**src/hub_pm_pkg.sv**
```systemverilog
// package for the hub power management controller (firmware-side host)
// assumes a single 20 MHz clock; the hub device is reached through pins
package hub_pm_pkg;
  // clock
  localparam int CLK_HZ = 20_000_000;
  // selective resume settle time of the embedded function
  localparam int RESUME_WAIT_MS = 23;
  localparam int RESUME_WAIT_CYC = RESUME_WAIT_MS * (CLK_HZ / 1000);
  // own register offsets (byte addresses)
  localparam logic [7:0] OFS_CTRL = 8'h00;
  localparam logic [7:0] OFS_STATUS = 8'h04;
  localparam logic [7:0] OFS_PORTCMD = 8'h08;
  localparam logic [7:0] OFS_PWR = 8'h0C;
  // ctrl fields
  localparam int CTRL_SLEEP_REQ = 0;
  localparam int CTRL_GLOBAL_MODE = 1;
  localparam int CTRL_GANG_MODE = 2;
  localparam int CTRL_FN_SUSPEND = 3;
  localparam int CTRL_FN_RESUME = 4;
  localparam int CTRL_WAKE_ACK = 5;
  // status fields
  localparam int ST_ASLEEP = 0;
  localparam int ST_HUB_OC = 1;
  localparam int ST_HUB_OC_CHG = 2;
  localparam int ST_OC2 = 3;
  localparam int ST_OC3 = 4;
  localparam int ST_FN_SUSPENDED = 5;
  localparam int ST_FN_EN = 6;
  localparam int ST_FN_SUSP_CHG = 7;
  // suspend overcurrent enable bit position
  localparam int OVC_EN_BIT = 2;
  localparam int OVC3_EN_BIT = 3;
  // cpu control fields, ctrl reset value, bus responses and controller states
  localparam logic [1:0] SLEEP_MODE_POWERDOWN = 2'b10;
  localparam logic [31:0] CTRL_RESET = 32'h0000_0006;
  localparam logic [1:0] RESP_OKAY = 2'b00;
  localparam logic [1:0] RESP_SLVERR = 2'b10;
  typedef enum {S_RUN, S_SLEEP, S_WAKE} pm_state_t;
endpackage

```
**src/hub_axil_regs.sv**
```systemverilog
// AXI4-Lite slave giving access to the controller's own registers
// assumes one outstanding write and one read; reads answer the cycle after the handshake, writes one cycle later
`timescale 1ns/10ps
module hub_axil_regs
  import hub_pm_pkg::*;
(
  // clock and reset
  input wire logic aclk,
  input wire logic aresetn,
  // write channels
  input wire logic [7:0] awaddr,
  input wire logic awvalid,
  output logic awready,
  input wire logic [31:0] wdata,
  input wire logic [3:0] wstrb,
  input wire logic wvalid,
  output logic wready,
  output logic [1:0] bresp,
  output logic bvalid,
  input wire logic bready,
  // read channels
  input wire logic [7:0] araddr,
  input wire logic arvalid,
  output logic arready,
  output logic [31:0] rdata,
  output logic [1:0] rresp,
  output logic rvalid,
  input wire logic rready,
  // register access
  output logic wr_stb,
  output logic [7:0] wr_addr,
  output logic [31:0] wr_data,
  output logic [3:0] wr_strb,
  output logic [7:0] rd_addr,
  input wire logic [31:0] rd_data,
  input wire logic rd_ok,
  input wire logic wr_ok
);
  logic aw_held, w_held;
  logic next_aw_held, next_w_held, next_bvalid, next_rvalid;
  logic [7:0] aw_q, next_aw_q;
  logic [31:0] w_q, next_w_q;
  logic [3:0] s_q, next_s_q;
  logic [1:0] next_bresp, next_rresp;
  logic [31:0] next_rdata;
  assign awready = ~aw_held & ~bvalid;
  assign wready = ~w_held & ~bvalid;
  assign arready = ~rvalid;
  assign rd_addr = araddr;
  always_comb begin
    next_aw_held = aw_held;
    next_w_held = w_held;
    next_aw_q = aw_q;
    next_w_q = w_q;
    next_s_q = s_q;
    next_bvalid = bvalid;
    next_bresp = bresp;
    next_rvalid = rvalid;
    next_rresp = rresp;
    next_rdata = rdata;
    wr_stb = 1'b0;
    wr_addr = aw_q;
    wr_data = w_q;
    wr_strb = s_q;
    if (awvalid && awready) begin
      next_aw_held = 1'b1;
      next_aw_q = awaddr;
    end
    if (wvalid && wready) begin
      next_w_held = 1'b1;
      next_w_q = wdata;
      next_s_q = wstrb;
    end
    if (aw_held && w_held) begin
      wr_stb = 1'b1;
      next_aw_held = 1'b0;
      next_w_held = 1'b0;
      next_bvalid = 1'b1;
      next_bresp = wr_ok ? RESP_OKAY : RESP_SLVERR;
    end
    if (bvalid && bready) begin
      next_bvalid = 1'b0;
    end
    if (arvalid && arready) begin
      next_rvalid = 1'b1;
      next_rdata = rd_ok ? rd_data : 32'h0000_0000;
      next_rresp = rd_ok ? RESP_OKAY : RESP_SLVERR;
    end else if (rvalid && rready) begin
      next_rvalid = 1'b0;
    end
  end
  always_ff @(posedge aclk) begin
    if (!aresetn) begin
      aw_held <= 1'b0;
      w_held <= 1'b0;
      aw_q <= 8'h00;
      w_q <= 32'h0000_0000;
      s_q <= 4'h0;
      bvalid <= 1'b0;
      bresp <= 2'b00;
      rvalid <= 1'b0;
      rresp <= 2'b00;
      rdata <= 32'h0000_0000;
    end else begin
      aw_held <= next_aw_held;
      w_held <= next_w_held;
      aw_q <= next_aw_q;
      w_q <= next_w_q;
      s_q <= next_s_q;
      bvalid <= next_bvalid;
      bresp <= next_bresp;
      rvalid <= next_rvalid;
      rresp <= next_rresp;
      rdata <= next_rdata;
    end
  end
  chk_b_after_write: assert property (@(posedge aclk) disable iff (!aresetn)
    wr_stb |=> bvalid)
    else $error("write response missing");
endmodule

```
**src/hub_fall_detect.sv**
```systemverilog
// falling-edge detector for a fault sense pin
// assumes the pin is synchronous to aclk
`timescale 1ns/10ps
module hub_fall_detect (
  // clock and reset
  input wire logic aclk,
  input wire logic aresetn,
  // pin and event
  input wire logic pin,
  output logic fell
);
  logic last;
  logic next_last;
  always_comb begin
    next_last = pin;
  end
  always_ff @(posedge aclk) begin
    if (!aresetn) begin
      last <= 1'b1;
    end else begin
      last <= next_last;
    end
  end
  assign fell = last & ~pin;
endmodule

```
**src/hub_pm_ctrl.sv**
```systemverilog
// firmware-side controller for hub suspend, resume and port power
// assumes the hub device pins are synchronous to aclk; software uses AXI4-Lite
//
// Implementation choices: the register offsets and register access over AXI4-Lite.
`timescale 1ns/10ps
module hub_pm_ctrl
  import hub_pm_pkg::*;
#(
  parameter int RESUME_WAIT = RESUME_WAIT_CYC
) (
  // clock and reset
  input wire logic aclk,
  input wire logic aresetn,
  // AXI4-Lite slave
  input wire logic [7:0] awaddr,
  input wire logic awvalid,
  output logic awready,
  input wire logic [31:0] wdata,
  input wire logic [3:0] wstrb,
  input wire logic wvalid,
  output logic wready,
  output logic [1:0] bresp,
  output logic bvalid,
  input wire logic bready,
  input wire logic [7:0] araddr,
  input wire logic arvalid,
  output logic arready,
  output logic [31:0] rdata,
  output logic [1:0] rresp,
  output logic rvalid,
  input wire logic rready,
  // hub flags seen by firmware
  input wire logic global_suspend_flag,
  input wire logic resume_flag,
  input wire logic function_wakeup_flag,
  output logic flag_clear,
  // cpu sleep control
  output logic sleep_enable_bit,
  output logic [1:0] sleep_mode_bits,
  output logic sleep_exec,
  output logic [7:0] suspend_overcurrent_enable,
  // fault sense and power switches
  input wire logic gpio_d_bit0,
  input wire logic gpio_d_bit1,
  output logic gang_power_n,
  output logic second_port_power_n,
  output logic third_port_power_n,
  // selective suspend command
  output logic [2:0] port_command_field,
  output logic [2:0] port_address_field,
  output logic port_cmd_stb,
  // embedded function endpoints
  output logic fn_endpoints_en
);
  logic wr_stb, rd_ok, wr_ok;
  logic [7:0] wr_addr, rd_addr;
  logic [31:0] wr_data, rd_data;
  logic [3:0] wr_strb;
  logic fall0, fall1;
  logic [31:0] ctrl, next_ctrl;
  logic [1:0] pwr_bits, next_pwr_bits;
  logic hub_oc, hub_oc_chg, oc2, oc3;
  logic next_hub_oc, next_hub_oc_chg, next_oc2, next_oc3;
  logic fn_susp, fn_en, fn_chg, next_fn_susp, next_fn_en, next_fn_chg;
  logic [31:0] wait_cnt, next_wait_cnt;
  logic [2:0] next_cmd, next_addr;
  logic next_cmd_stb;
  pm_state_t state, next_state;

  hub_axil_regs u_regs (
    .aclk(aclk), .aresetn(aresetn),
    .awaddr(awaddr), .awvalid(awvalid), .awready(awready),
    .wdata(wdata), .wstrb(wstrb), .wvalid(wvalid), .wready(wready),
    .bresp(bresp), .bvalid(bvalid), .bready(bready),
    .araddr(araddr), .arvalid(arvalid), .arready(arready),
    .rdata(rdata), .rresp(rresp), .rvalid(rvalid), .rready(rready),
    .wr_stb(wr_stb), .wr_addr(wr_addr), .wr_data(wr_data), .wr_strb(wr_strb),
    .rd_addr(rd_addr), .rd_data(rd_data), .rd_ok(rd_ok), .wr_ok(wr_ok)
  );
  hub_fall_detect u_fall0 (.aclk(aclk), .aresetn(aresetn), .pin(gpio_d_bit0),
    .fell(fall0));
  hub_fall_detect u_fall1 (.aclk(aclk), .aresetn(aresetn), .pin(gpio_d_bit1),
    .fell(fall1));

  // register reads
  always_comb begin
    rd_ok = 1'b1;
    unique case (rd_addr)
      OFS_CTRL: rd_data = ctrl;
      OFS_STATUS: rd_data = {24'h00_0000, fn_chg, fn_en, fn_susp, oc3, oc2,
        hub_oc_chg, hub_oc, state == S_SLEEP};
      OFS_PORTCMD: rd_data = {26'h000_0000, port_address_field, port_command_field};
      OFS_PWR: rd_data = {30'h0000_0000, pwr_bits};
      default: begin
        rd_data = 32'h0000_0000;
        rd_ok = 1'b0;
      end
    endcase
    wr_ok = (wr_addr == OFS_CTRL) || (wr_addr == OFS_STATUS) ||
      (wr_addr == OFS_PORTCMD) || (wr_addr == OFS_PWR);
  end

  // sleep / wake sequencing and protection
  always_comb begin
    next_state = state;
    next_ctrl = ctrl;
    next_pwr_bits = pwr_bits;
    next_hub_oc = hub_oc;
    next_hub_oc_chg = hub_oc_chg;
    next_oc2 = oc2;
    next_oc3 = oc3;
    next_fn_susp = fn_susp;
    next_fn_en = fn_en;
    next_fn_chg = fn_chg;
    next_wait_cnt = wait_cnt;
    next_cmd = port_command_field;
    next_addr = port_address_field;
    next_cmd_stb = 1'b0;
    // software writes; status write-one clears, hardware set below wins
    if (wr_stb && wr_strb[0]) begin
      unique case (wr_addr)
        OFS_CTRL: next_ctrl = wr_data;
        OFS_STATUS: begin
          next_hub_oc_chg = hub_oc_chg & ~wr_data[ST_HUB_OC_CHG];
          next_hub_oc = hub_oc & ~wr_data[ST_HUB_OC];
          next_oc2 = oc2 & ~wr_data[ST_OC2];
          next_oc3 = oc3 & ~wr_data[ST_OC3];
          next_fn_chg = fn_chg & ~wr_data[ST_FN_SUSP_CHG];
        end
        OFS_PORTCMD: begin
          next_cmd = wr_data[2:0];
          next_addr = wr_data[5:3];
          next_cmd_stb = 1'b1;
        end
        OFS_PWR: next_pwr_bits = wr_data[1:0];
        default: next_ctrl = ctrl;
      endcase
    end
    unique case (state)
      S_RUN: if (global_suspend_flag && ctrl[CTRL_SLEEP_REQ]) begin
        next_state = S_SLEEP;
      end
      S_SLEEP: if (resume_flag) begin
        next_state = S_WAKE;
      end
      S_WAKE: begin
        next_state = S_RUN;
        next_ctrl[CTRL_SLEEP_REQ] = 1'b0;
      end
    endcase
    // overcurrent: fault pins active low
    if (ctrl[CTRL_GLOBAL_MODE]) begin
      if (fall0) begin
        next_hub_oc = 1'b1;
        next_hub_oc_chg = 1'b1;
        next_pwr_bits = 2'b00;
      end
    end else begin
      if (fall0) begin
        next_oc2 = 1'b1;
        next_pwr_bits[0] = 1'b0;
      end
      if (fall1) begin
        next_oc3 = 1'b1;
        next_pwr_bits[1] = 1'b0;
      end
    end
    // embedded function selective suspend and resume
    if (ctrl[CTRL_FN_SUSPEND] && !fn_susp) begin
      next_fn_susp = 1'b1;
      next_fn_en = 1'b0;
      next_ctrl[CTRL_FN_SUSPEND] = 1'b0;
    end
    if (ctrl[CTRL_FN_RESUME] && fn_susp) begin
      next_fn_susp = 1'b0;
      next_wait_cnt = RESUME_WAIT;
      next_ctrl[CTRL_FN_RESUME] = 1'b0;
    end
    if (wait_cnt != 32'h0000_0000) begin
      next_wait_cnt = wait_cnt - 32'h0000_0001;
      if (wait_cnt == 32'h0000_0001) begin
        next_fn_en = 1'b1;
        next_fn_chg = 1'b1;
      end
    end
  end

  always_ff @(posedge aclk) begin
    if (!aresetn) begin
      state <= S_RUN;
      ctrl <= CTRL_RESET;
      pwr_bits <= 2'b00;
      hub_oc <= 1'b0;
      hub_oc_chg <= 1'b0;
      oc2 <= 1'b0;
      oc3 <= 1'b0;
      fn_susp <= 1'b0;
      fn_en <= 1'b1;
      fn_chg <= 1'b0;
      wait_cnt <= 32'h0000_0000;
      port_command_field <= 3'b000;
      port_address_field <= 3'b000;
      port_cmd_stb <= 1'b0;
    end else begin
      state <= next_state;
      ctrl <= next_ctrl;
      pwr_bits <= next_pwr_bits;
      hub_oc <= next_hub_oc;
      hub_oc_chg <= next_hub_oc_chg;
      oc2 <= next_oc2;
      oc3 <= next_oc3;
      fn_susp <= next_fn_susp;
      fn_en <= next_fn_en;
      fn_chg <= next_fn_chg;
      wait_cnt <= next_wait_cnt;
      port_command_field <= next_cmd;
      port_address_field <= next_addr;
      port_cmd_stb <= next_cmd_stb;
    end
  end

  // outputs to cpu and hub
  always_comb begin
    sleep_enable_bit = (state == S_SLEEP);
    sleep_mode_bits = (state == S_SLEEP) ? SLEEP_MODE_POWERDOWN : 2'b00;
    sleep_exec = (state == S_SLEEP) && !resume_flag;
    suspend_overcurrent_enable = 8'h00;
    // bit 3 only in individual mode, both lanes need the suspend sense
    suspend_overcurrent_enable[OVC_EN_BIT] = (state == S_SLEEP);
    suspend_overcurrent_enable[OVC3_EN_BIT] = (state == S_SLEEP) &&
      !ctrl[CTRL_GLOBAL_MODE];
    flag_clear = (state == S_WAKE);
    fn_endpoints_en = fn_en;
    // gang off when both control bits clear or gang mode is off
    gang_power_n = ~(ctrl[CTRL_GANG_MODE] && (pwr_bits != 2'b00));
    second_port_power_n = ~(!ctrl[CTRL_GANG_MODE] && pwr_bits[0]);
    third_port_power_n = ~(!ctrl[CTRL_GANG_MODE] && pwr_bits[1]);
  end

  chk_sleep_needs_susp: assert property (@(posedge aclk) disable iff (!aresetn)
    (state == S_RUN) ##1 (state == S_SLEEP) |-> $past(global_suspend_flag))
    else $error("sleep without global suspend");
  chk_wake_clears: assert property (@(posedge aclk) disable iff (!aresetn)
    (state == S_SLEEP) && resume_flag |=> flag_clear ##1 (state == S_RUN))
    else $error("flags not cleared after resume");
  chk_wake_ovc_off: assert property (@(posedge aclk) disable iff (!aresetn)
    flag_clear |=> !suspend_overcurrent_enable[OVC_EN_BIT] && !ctrl[CTRL_SLEEP_REQ])
    else $error("suspend enable left set after resume");
  chk_global_fault_off: assert property (@(posedge aclk) disable iff (!aresetn)
    ctrl[CTRL_GLOBAL_MODE] && fall0 |=> hub_oc && hub_oc_chg && pwr_bits == 2'b00)
    else $error("global fault not handled");
  chk_port_fault_off: assert property (@(posedge aclk) disable iff (!aresetn)
    !ctrl[CTRL_GLOBAL_MODE] && fall1 |=> oc3 && !pwr_bits[1])
    else $error("port fault not handled");
  chk_gang_both_clear: assert property (@(posedge aclk) disable iff (!aresetn)
    ctrl[CTRL_GANG_MODE] |-> (gang_power_n == (pwr_bits == 2'b00)))
    else $error("gang output wrong");
  chk_port_power_out: assert property (@(posedge aclk) disable iff (!aresetn)
    !ctrl[CTRL_GANG_MODE] |-> second_port_power_n == !pwr_bits[0] &&
    third_port_power_n == !pwr_bits[1])
    else $error("port power output wrong");
  chk_cmd_fields: assert property (@(posedge aclk) disable iff (!aresetn)
    wr_stb && wr_strb[0] && wr_addr == OFS_PORTCMD |=>
    port_cmd_stb && port_command_field == $past(wr_data[2:0]))
    else $error("port command not written");
  chk_fn_suspend_off: assert property (@(posedge aclk) disable iff (!aresetn)
    ctrl[CTRL_FN_SUSPEND] && !fn_susp && wait_cnt == 32'h0000_0000 |=>
    fn_susp && !fn_endpoints_en)
    else $error("function endpoints not disabled");
  chk_fn_resume_wait: assert property (@(posedge aclk) disable iff (!aresetn)
    $rose(wait_cnt != 32'h0000_0000) |-> !fn_en)
    else $error("function enabled before wait");
  chk_fn_resume_done: assert property (@(posedge aclk) disable iff (!aresetn)
    wait_cnt == 32'h0000_0001 |=> fn_endpoints_en && fn_chg)
    else $error("function not enabled after wait");
  chk_fall_edge: assert property (@(posedge aclk) disable iff (!aresetn)
    fall0 |-> !gpio_d_bit0 && $past(gpio_d_bit0))
    else $error("fault taken without falling edge");
  cov_sleep: cover property (@(posedge aclk) state == S_SLEEP);
  cov_wake: cover property (@(posedge aclk) state == S_WAKE);
  cov_gfault: cover property (@(posedge aclk) fall0 && ctrl[CTRL_GLOBAL_MODE]);
  cov_fn_resume: cover property (@(posedge aclk) wait_cnt == 32'h0000_0001);
  cov_fn_suspend: cover property (@(posedge aclk) fn_susp && !fn_en);
endmodule

```
**config.mk**
```make
export PLATFORM = sky130hd
export DESIGN_NAME = hub_pm_ctrl
export DESIGN_NICKNAME = d
export VERILOG_FILES = /design/src/hub_pm_pkg.sv /design/src/hub_axil_regs.sv /design/src/hub_fall_detect.sv /design/src/hub_pm_ctrl.sv
export SDC_FILE = /design/constraint.sdc
export NUM_CORES = 1
export LEC_CHECK = 0
export BUFFER_PORTS_ARGS = -buffer_cell sky130_fd_sc_hd__clkbuf_2
export CAP_MARGIN = 15
export CORE_MARGIN = 2
export CORE_UTILIZATION = 35
export CTS_CLUSTER_SIZE = 10
export DETAILED_ROUTE_END_ITERATION = 10
export GPL_TIMING_DRIVEN = 0
export PLACE_DENSITY = 0.62
export SETUP_SLACK_MARGIN = 0.4
export SYNTH_ARGS = -nofsm -noshare
export SYNTH_HDL_FRONTEND = slang
export SYNTH_SLANG_ARGS = --single-unit
```
**constraint.sdc**
```tcl
create_clock -name aclk -period 3.5 [get_ports aclk]
set_clock_uncertainty 0.15 [all_clocks]
set_input_delay 0.7 -clock aclk [delete_from_list [all_inputs] [get_ports aclk]]
set_output_delay 0.7 -clock aclk [all_outputs]
set_load 0.01 [all_outputs]
```
* Yosys cells after proc, flatten, opt, wreduce, memory -nomap -nowiden
Index checks and enable logic that the tools add are counted.
Storage, ports and cells: register bits 195, output and inout port bits 65, logic and storage cells 150, bits of input ports 64
Operators by class: reductions and logical operators 39, bitwise operators 24, eq/ne operators 13, multiplexer cells 44, add/sub/neg operators 1
Operators by type and width (count):
- 2-to-1 mux 32 bit | 5
- case mux 32 bit (4 select lines) | 1
- case mux 32 bit (3 select lines) | 1
- == test 32 x 1 -> 1 bit (second input constant) | 2
- == test 32 x 2 -> 1 bit (second input constant) | 2
- == test 32 x 3 -> 1 bit (second input constant) | 1
- == test 8 x 4 -> 1 bit (second input constant) | 4
- logical NOT 32 bit | 1
- nonzero test 32 bit | 1
- subtractor 32 x 1 -> 32 bit (second input constant) | 1
- 2-to-1 mux 1 bit | 30
- == test 8 x 3 -> 1 bit (second input constant) | 2
- logical NOT 8 bit | 2
- logical AND 1 bit | 15
- inverter 1 bit | 15
- 2-to-1 mux 2 bit | 7
- OR reduction 2 bit | 5
- bitwise AND 1 bit | 9
- AND reduction 2 bit | 4
- nonzero test 2 bit | 3
- logical NOT 1 bit | 4
- != test 2 bit (second input constant) | 2
- OR reduction 4 bit | 1
- logical OR 1 bit | 3

* Depth between registers and ports, before layout
Gate-level depths: netlist of the first run.
depth in word-level cells 6, gate-level depth with buffers 9, mapped depth without buffers 7

* Cells and area by module
Synthesis of the first run repeated with hierarchy kept, for this count alone.
Unflattened totals: cells, all modules 884, area, all modules 7205.7 um2
By module, submodules not included:
- hub_pm_ctrl | times used 1, sequential area each 1641.6 um2, area each 4043.9 um2, cells an instance 499
- hub_axil_regs | times used 1, sequential area each 1641.6 um2, area each 3096.7 um2, cells an instance 379
- hub_fall_detect | times used 2, sequential area each 20.0 um2, area each 32.5 um2, cells an instance 3

* Worst setup path after synthesis of the first run
No wires, ideal clock.
kind reg2reg, from register wait_cnt[10], to register wait_cnt[20], required time 3.280 ns, period minus slack after synthesis 2.733 ns, arrival time 2.513 ns, slack 0.767 ns, setup time 0.070 ns, stages on the path, launching flop included 8, path buffers 2, cells stage by stage dfxtp_1 -> or4_4 -> or4_4 -> buf_6 -> or3_1 -> buf_2 -> or4_1 -> a21oi_1
On the way: longest elaborated chain between the ends 2, elaborated cells on any way between the ends 4, classes of those cells 1 x add/sub; 1 x mux; 2 x reduce/logical
RTL lines:
- start, declared | RTL line hub_pm_ctrl.sv:65 | logic [31:0] wait_cnt, next_wait_cnt;
- start signal, assigned | RTL line hub_pm_ctrl.sv:215 | wait_cnt <= next_wait_cnt;
- subtractor 32 x 1 -> 32 bit / nonzero test 32 bit (equally long branches) | RTL line hub_pm_ctrl.sv:180, hub_pm_ctrl.sv:179
- 2-to-1 mux 32 bit / nonzero test 2 bit (equally long branches)
Parallel ways exist; a longest one is shown, timed or not. A chain may end at the register's enable or synchronous reset.

* Final worst setup path of the first run
from register wait_cnt[17], to register wait_cnt[5]
On the way: longest elaborated chain between the ends 2, elaborated cells on any way between the ends 3, classes of those cells 1 x mux; 2 x reduce/logical
RTL lines:
- nonzero test 32 bit * | RTL line hub_pm_ctrl.sv:179 | if (wait_cnt != 32'h0000_0000) begin
- 2-to-1 mux 32 bit / nonzero test 2 bit (equally long branches)
Every way passes the cells marked *; elsewhere a longest branch is shown, timed or not.

==> metrics.md, run 1 <==
| Metric | Value |
|---|---|
| Via count | 5,938 |
| IO Count | about 130 |
| Area grow syn2layout | 23.2% |
| Final Cell Area | 0.00810 mm2 |
| Die X | around 140 um |
| Compound-cell area share of the yosys netlist | 0.162 |
| Pwr Density | 737 mW/mm2 |
| Placed cell area | 0.00747 mm2 |
| Chip Height | 141 um |
| DRC Markers | 0 |
| Yosys warns | 0 |
| Worst-case clock buffer depth | 2 |
| Final wirelength | between 15,000 and 20,000 um |
| Worst hold start | ctrl[9] |
| RePlAce Congestion | 0.823 |
| RR Startpoint | wait_cnt[17] |
| H-tree levels | 4 |
| RSZ-0062 raised after global routing | true |
| Hold Path Depth | 2 |
| Number of flops mapped to enable cells by yosys | 0 |
| Min Tclk post-route | between 2 and 3 ns |
| # rows | 50 |
| Antenna violations before repair | 0 |
| Hold buffers post-CTS | 0 |
| 1st-iter DRT viols | around 300 |
| Final hold violations | 0 |
| Core Box Area | around 0.019 mm2 |
| Synth Cell Area | approximately 0.0066 mm2 |
| Vias per std cell | between 5 and 6 |
| IR drop worst, VDD | 0.000473 V |
| Die area | around 0.02 mm2 |
| Critical-path cell list | or4_4, or3_1, clkbuf_1, nor4_4, buf_6, clkbuf_4, nand3_1, a31oi_1 |
| Sum Neg Setup Slack | 0 ns |
| Gr usage total | 0.179 |
| Post-DP HPWL | 12,900 um |
| Largest net degree at the start of global routing | 17 |
| Commonest non-fill, non-tap cell in the layout | nand2_1 |
| Largest family of logic cells by synthesized area | simple AND/OR/NAND/NOR gates |
| Fin crit share | 0.849 |
| Ys async rst share | 0 |
| Hold WS | 0.301 ns |
| Hold EP | ctrl[9] |
| Cell family contributing the most delay on the critical path | simple AND/OR/NAND/NOR gates |
| Distinct cells, synth | between 50 and 60 |
| GR Overflow Total | 0 |
| Required @ worst endpoint | between 3 and 4 ns |
| Post-Synth XOR/XNOR Area | 0.00133 |
| Worst-Margin Slew | 1.13 ns |
| Worst r2r path cells | 8 |
| Multiplexer share of the synthesized area | 0.0420 |
| Initial Util | 0.354 |
| WP data arrival | approximately 3.2 ns |
| Slew HR | 0.242 |
| Clock Tree Root | clkbuf_16 |
| Synth Flop Type | dfxtp_1 |
| CP bufs+invs | 3 |
| Final Slew Violations | 0 |
| Sequential area share after synthesis | 0.496 |
| Commonest non-fill, non-tap cells in the layout | 171 x nand2_1, 163 x dfxtp_1, 115 x clkbuf_2 |
| Worst setup EP type | flip-flop |
| Startpoint Class | flip-flop |
| Worst setup margin | between 0.5 and 0.6 ns |
| Final Power | about 6 mW |
| Number of max-cap violations | 0 |
| Crit-path max cell delay | 0.59 ns |
| Place WS | roughly 0.34 ns |
| CTS tree | done |
| Total leakage power | around 3.2 nW |
| Setup Crit Path Kind | flip-flop to flip-flop |
| Port Buffer Count | ~110 |
| CP max-delay cell | or4_4 |
| Clock transition at path regs | ~0.070 ns |
| Max Fclk | about 0.34 GHz |
| Num CTS Buffers | 17 |
| CP max FO | 10 |
| Vias in the first global route | 5,401 |
| Syn Inst Count | slightly below 800 |
| Total setup buffers inserted after CTS | 0 |
| Flops & latches, synth | between 150 and 200 |
| Synth Area in Adders | 0.00951 |
| ANT cells | 0 |
| Antenna Nets Post-Route | 0 |
| Post-layout nets | roughly 1,000 |
| Hold Path Class | flip-flop to flip-flop |
| Fraction of layout cells with a size suffix above 1 | 0.192 |
| Final Setup Violations | 0 |
| Post-synthesis simple-gate area fraction | 0.241 |
| First-pass iteration count of the detailed router | 7 |
| Filler cells | between 1,500 and 2,000 |
| Wire length per cell | between 15 and 20 um |
| Clock sinks | 163 |
| Syn Area/Cell | 8.40 um2 |
| Clock Latency Late Sink | 0.43 ns |
| Flop2flop setup slack | 0.53 ns |
| Global-route wire length before repair | 28,300 um |
| Status | finished clean |
| RR Endpoint | wait_cnt[5] |
==> sequential cells by signal, summed over array words and instances (netlist names), 2 cells and up <==
name,cells
u_regs.rdata,32
u_regs.wr_addr,8
port_command_field,3
port_address_field,3
ctrl,32
u_regs.wr_data,32
wait_cnt,32
state,2
pwr_bits,2
==> worst register-to-register path, cell delays in order, from the launching register on <==
cell,delay [ns]
dfxtp_1,0.35
or4_4,0.59
or3_1,0.37
clkbuf_1,0.22
nor4_4,0.47
buf_6,0.21
clkbuf_4,0.23
nand3_1,0.14
a31oi_1,0.18
==> layer usage <==
metal	routed length (um)	track usage	vias to the layer above
met5	0	0	-
met4	324	0.0632	0
met3	868	0.0391	25
met2	7890	0.272	164
met1	8730	0.252	2765
li1	-	-	2984
==> power by group <==
group	leakage, nW	internal [mW]	total, mW	switching (mW)
clock	0.294	1.07	1.88	0.811
combinational	1.56	0.764	1.84	1.08
sequential	1.33	2.06	2.25	0.198
==> final cells by class <==
class | count | area [um2] | share of cell area
buffer | 58 | 282 | 0.0347
clock buffer | 17 | 425 | 0.0525
clock inverter | 15 | 169 | 0.0208
inverter | 11 | 41.3 | 0.00510
multi-input combinational | 559 | 3060 | 0.378
sequential | 163 | 3260 | 0.403
tap | 234 | 293 | 0.0361
timing repair buffer | 114 | 571 | 0.0704
==> cell families after synthesis <==
logic type,Yosys count
buf+inv,69
mux,25
simple gates,342
compound gates,177
fa+ha+maj,5
other cells,1
flops,163
xor+xnor,1
==> worst max-delay path by stage <==
stage	from	endpoint	depth (start not counted)
after floorplan	wait_cnt[10]	wait_cnt[20]	7
after detailed placement	wait_cnt[17]	wait_cnt[5]	8
after global placement	wait_cnt[17]	wait_cnt[6]	6
final	wait_cnt[17]	wait_cnt[5]	8
after global routing	u_regs.wr_addr[0]	ctrl[26]	7
after CTS	wait_cnt[17]	wait_cnt[5]	8
==> repair_timing <==
action	4_1_cts	5_1_grt
setup endpoints to repair	7	43
pin swaps	0	1
gates resized for setup	1	9
gates cloned	0	0
==> cell usage after synthesis, types with 2 or more instances <==
| library cell | instances | area (um2) |
|---|---|---|
| mux2i_1 | 22 | 220 |
| or4_1 | 13 | 97.6 |
| a21boi_0 | 3 | 22.5 |
| mux4_2 | 2 | 45.0 |
| a31oi_1 | 5 | 31.3 |
| buf_4 | 11 | 82.6 |
| or3_1 | 21 | 131 |
| a21oi_1 | 93 | 465 |
| a2bb2oi_1 | 2 | 17.5 |
| nor2_1 | 62 | 233 |
| ha_1 | 5 | 62.6 |
| dfxtp_1 | 163 | 3260 |
| nand4b_1 | 3 | 26.3 |
| inv_1 | 10 | 37.5 |
| a21bo_2 | 3 | 30.0 |
| nand2b_1 | 16 | 100 |
| o31ai_1 | 8 | 60.1 |
| and2_1 | 3 | 18.8 |
| nor4_1 | 13 | 81.3 |
| nand4_1 | 2 | 12.5 |
| or4_4 | 2 | 22.5 |
| buf_2 | 3 | 15.0 |
| o21ai_0 | 17 | 85.1 |
| o21a_1 | 4 | 30.0 |
| clkbuf_1 | 41 | 154 |
| o41ai_1 | 3 | 26.3 |
| a22oi_1 | 30 | 225 |
| nand3_1 | 10 | 50.1 |
| nor3_1 | 13 | 65.1 |
| nand2_1 | 171 | 642 |
| a211oi_1 | 2 | 15.0 |
| nor2b_1 | 5 | 31.3 |
==> metrics by stage <==
step / instances / utilization
2_1_floorplan: 791 / -
4_1_cts: 1171 / 0.435
3_3_place_gp: 1138 / 0.402
5_1_grt: 1171 / 0.436
3_5_place_dp: 1139 / 0.402
6_report: 1171 / 0.436
No activity file was read; power rests on OpenSTA's default activity.
==> run 2: changes to the inputs <==
Settings changed: PLACE_DENSITY 0.62 to 0.64.
Clock period 3.5 ns to 2.5 ns, I/O delays scaled along.
==> metrics.md, run 2 (synthesis gave the netlist of run 1 again) <==
| Metric | Value |
|---|---|
| Status | finished with violations |
| Failing checks | setup timing |
| Fraction of layout cells with a size suffix above 1 | 0.348 |
| CTS tree | done |
| Placed cells | 1,139 |
| RSZ-0062 raised after global routing | true |
| Final Power | 10.1 mW |
| Antenna violations before repair | 1 |
| Final Slew Violations | 0 |
| Setup Crit Path Kind | flip-flop to flip-flop |
| Via count | a little over 6,000 |
| Worst-case clock buffer depth | 2 |
| Core Util, Final | 0.502 |
| Port Buffer Count | 113 |
| Commonest non-fill, non-tap cell in the layout | dfxtp_1 |
| Die X | 141 um |
| CP max FO | 8 |
| 1st-iter DRT viols | ~310 |
| Final hold violations | 0 |
| RR Startpoint | wait_cnt[13] |
| Clock share of power | 0.252 |
| Hold Path Depth | 2 |
| Sw Pwr | roughly 3.6 mW |
| Antenna Nets Post-Route | 0 |
| Largest net degree at the start of global routing | 17 |
| RR Endpoint | wait_cnt[14] |
| DRC Markers | 0 |
| Pwr Density | roughly 1100 mW/mm2 |
| Flop2flop setup slack | -0.26 ns |
| WL met2 | between 8000 and 9000 um |
| Gr usage total | 0.195 |
| Register share of total power | 0.315 |
| Fin crit share | 1.10 |
| Non-Filler Instances | 1,209 |
| Hold EP | u_regs.rvalid |
| Worst-Margin Slew | roughly 0.96 ns |
| Post-layout nets | approximately 1,000 |
| Core Box Area | ~0.019 mm2 |
| Worst hold start | rready |
| First-pass iteration count of the detailed router | 4 |
| Wire length per cell | 16.0 um |
| Global-route wire length before repair | 30,400 um |
| Slew HR | 0.362 |
| GR Overflow Total | 0 |
| Filler cells | roughly 1,700 |
| IR drop worst, VDD | between 0.0007 and 0.0008 V |
| Startpoint Class | flip-flop |
| Metal3 WL | around 1000 um |
| Number of max-cap violations | 0 |
| Vias per std cell | just over 5 |
| Post-DP HPWL | 12,900 um |
| Final wirelength | ~19,000 um |
| RePlAce Congestion | between 0.8 and 0.9 |
| Die area | roughly 0.020 mm2 |
| Clock transition at path regs | 0.07 ns |
| Max Fclk | 0.362 GHz |
| Clock Latency Late Sink | between 0.4 and 0.5 ns |
| Area grow syn2layout | 41.9% |
| Min Tclk post-route | approximately 2.8 ns |
| Chip Height | between 100 and 150 um |
| Worst r2r path cells | 7 |
| Sum Neg Setup Slack | -5.76 ns |
| P_int | between 6 and 7 mW |
| Clock Tree Root | clkbuf_16 |
| Worst setup EP type | flip-flop |
| Commonest non-fill, non-tap cells in the layout | 156 x dfxtp_1, 140 x nand2_1, 116 x clkbuf_2 |
| Final Setup Violations | 47 |
| H-tree levels | 4 |
| Num CTS Buffers | 17 |
| Vias in the first global route | 5,789 |
| IO Count | 129 |
| Hold buffers post-CTS | 0 |
| # rows | 50 |
| Required @ worst endpoint | around 2.7 ns |
| Top routing layer in use | met4 |
| M1 WL | 9240 um |
| Switch share | 0.353 |
| Total leakage power | between 3 and 4 nW |
| Gate power share | 0.433 |
| Hold Path Class | input port to flip-flop |
| Worst setup margin | -0.260 ns |
| Initial Util | 0.354 |
| ANT cells | 0 |
| Clock sinks | 163 |
| WP data arrival | between 2 and 3 ns |
| Hold WS | ~0.09 ns |
[run 2: stage by stage]
step	setup WS [ns]	area [um2]
floorplan	-0.182	6740
global placement	-0.893	7600
detailed placement	-0.505	7600
CTS	-0.281	8920
global route	-0.348	9330
finish	-0.260	9330
[run 2: final cells by class]
class / instances / area, um2 / share of cell area
well taps: 234 / 293 / 0.0314
clock buffers: 19 / 453 / 0.0485
inverters: 11 / 41.3 / 0.00442
flip-flops and latches: 163 / 3270 / 0.351
clock inverters: 13 / 126 / 0.0135
plain buffers: 58 / 430 / 0.0461
repair buffers: 152 / 1000 / 0.107
multi-input cells: 559 / 3720 / 0.398
[run 2: what timing repair did]
action / in CTS / in global routing
buffers inserted: 21 / 12
gates cloned: 5 / 0
pin swaps: 42 / 19
setup endpoints to repair: 106 / 103
gates resized for setup: 116 / 84
hold endpoints to repair: 0 / 0
[run 2: power groups by stage]
stage               sequential, mW  clock (mW)  combinational, mW
floorplan                     3.14           0               2.10
global placement              3.20           0               2.62
detailed placement            3.21           0               2.66
CTS                           3.17        2.59               3.84
global route                  3.23        2.71               4.77
finish                        3.20        2.56               4.39
[run 2: how the worst max path moves through the flow]
stage | from | cells after the start | slack (ns) | end
floorplan | wait_cnt[13] | 7 | -0.18 | wait_cnt[25]
global route | wait_cnt[13] | 7 | -0.35 | wait_cnt[14]
global placement | wait_cnt[24] | 6 | -0.89 | wait_cnt[6]
CTS | wait_cnt[13] | 7 | -0.28 | wait_cnt[25]
finish | wait_cnt[13] | 7 | -0.26 | wait_cnt[14]
detailed placement | wait_cnt[13] | 8 | -0.50 | wait_cnt[17]
[run 2: layer usage]
layer / vias up / track usage
met4: 0 / 0.0626
met5: - / 0
met3: 24 / 0.0513
li1: 3083 / -
met1: 2941 / 0.270
met2: 172 / 0.295
[run 2: critical path, stage by stage (launching register included)]
cell and delay [ns]:
dfxtp_2 0.33, or4_4 0.53, or4_4 0.44, buf_6 0.14
buf_12 0.12, or4_4 0.51, o21ai_4 0.31, o22ai_1 0.11
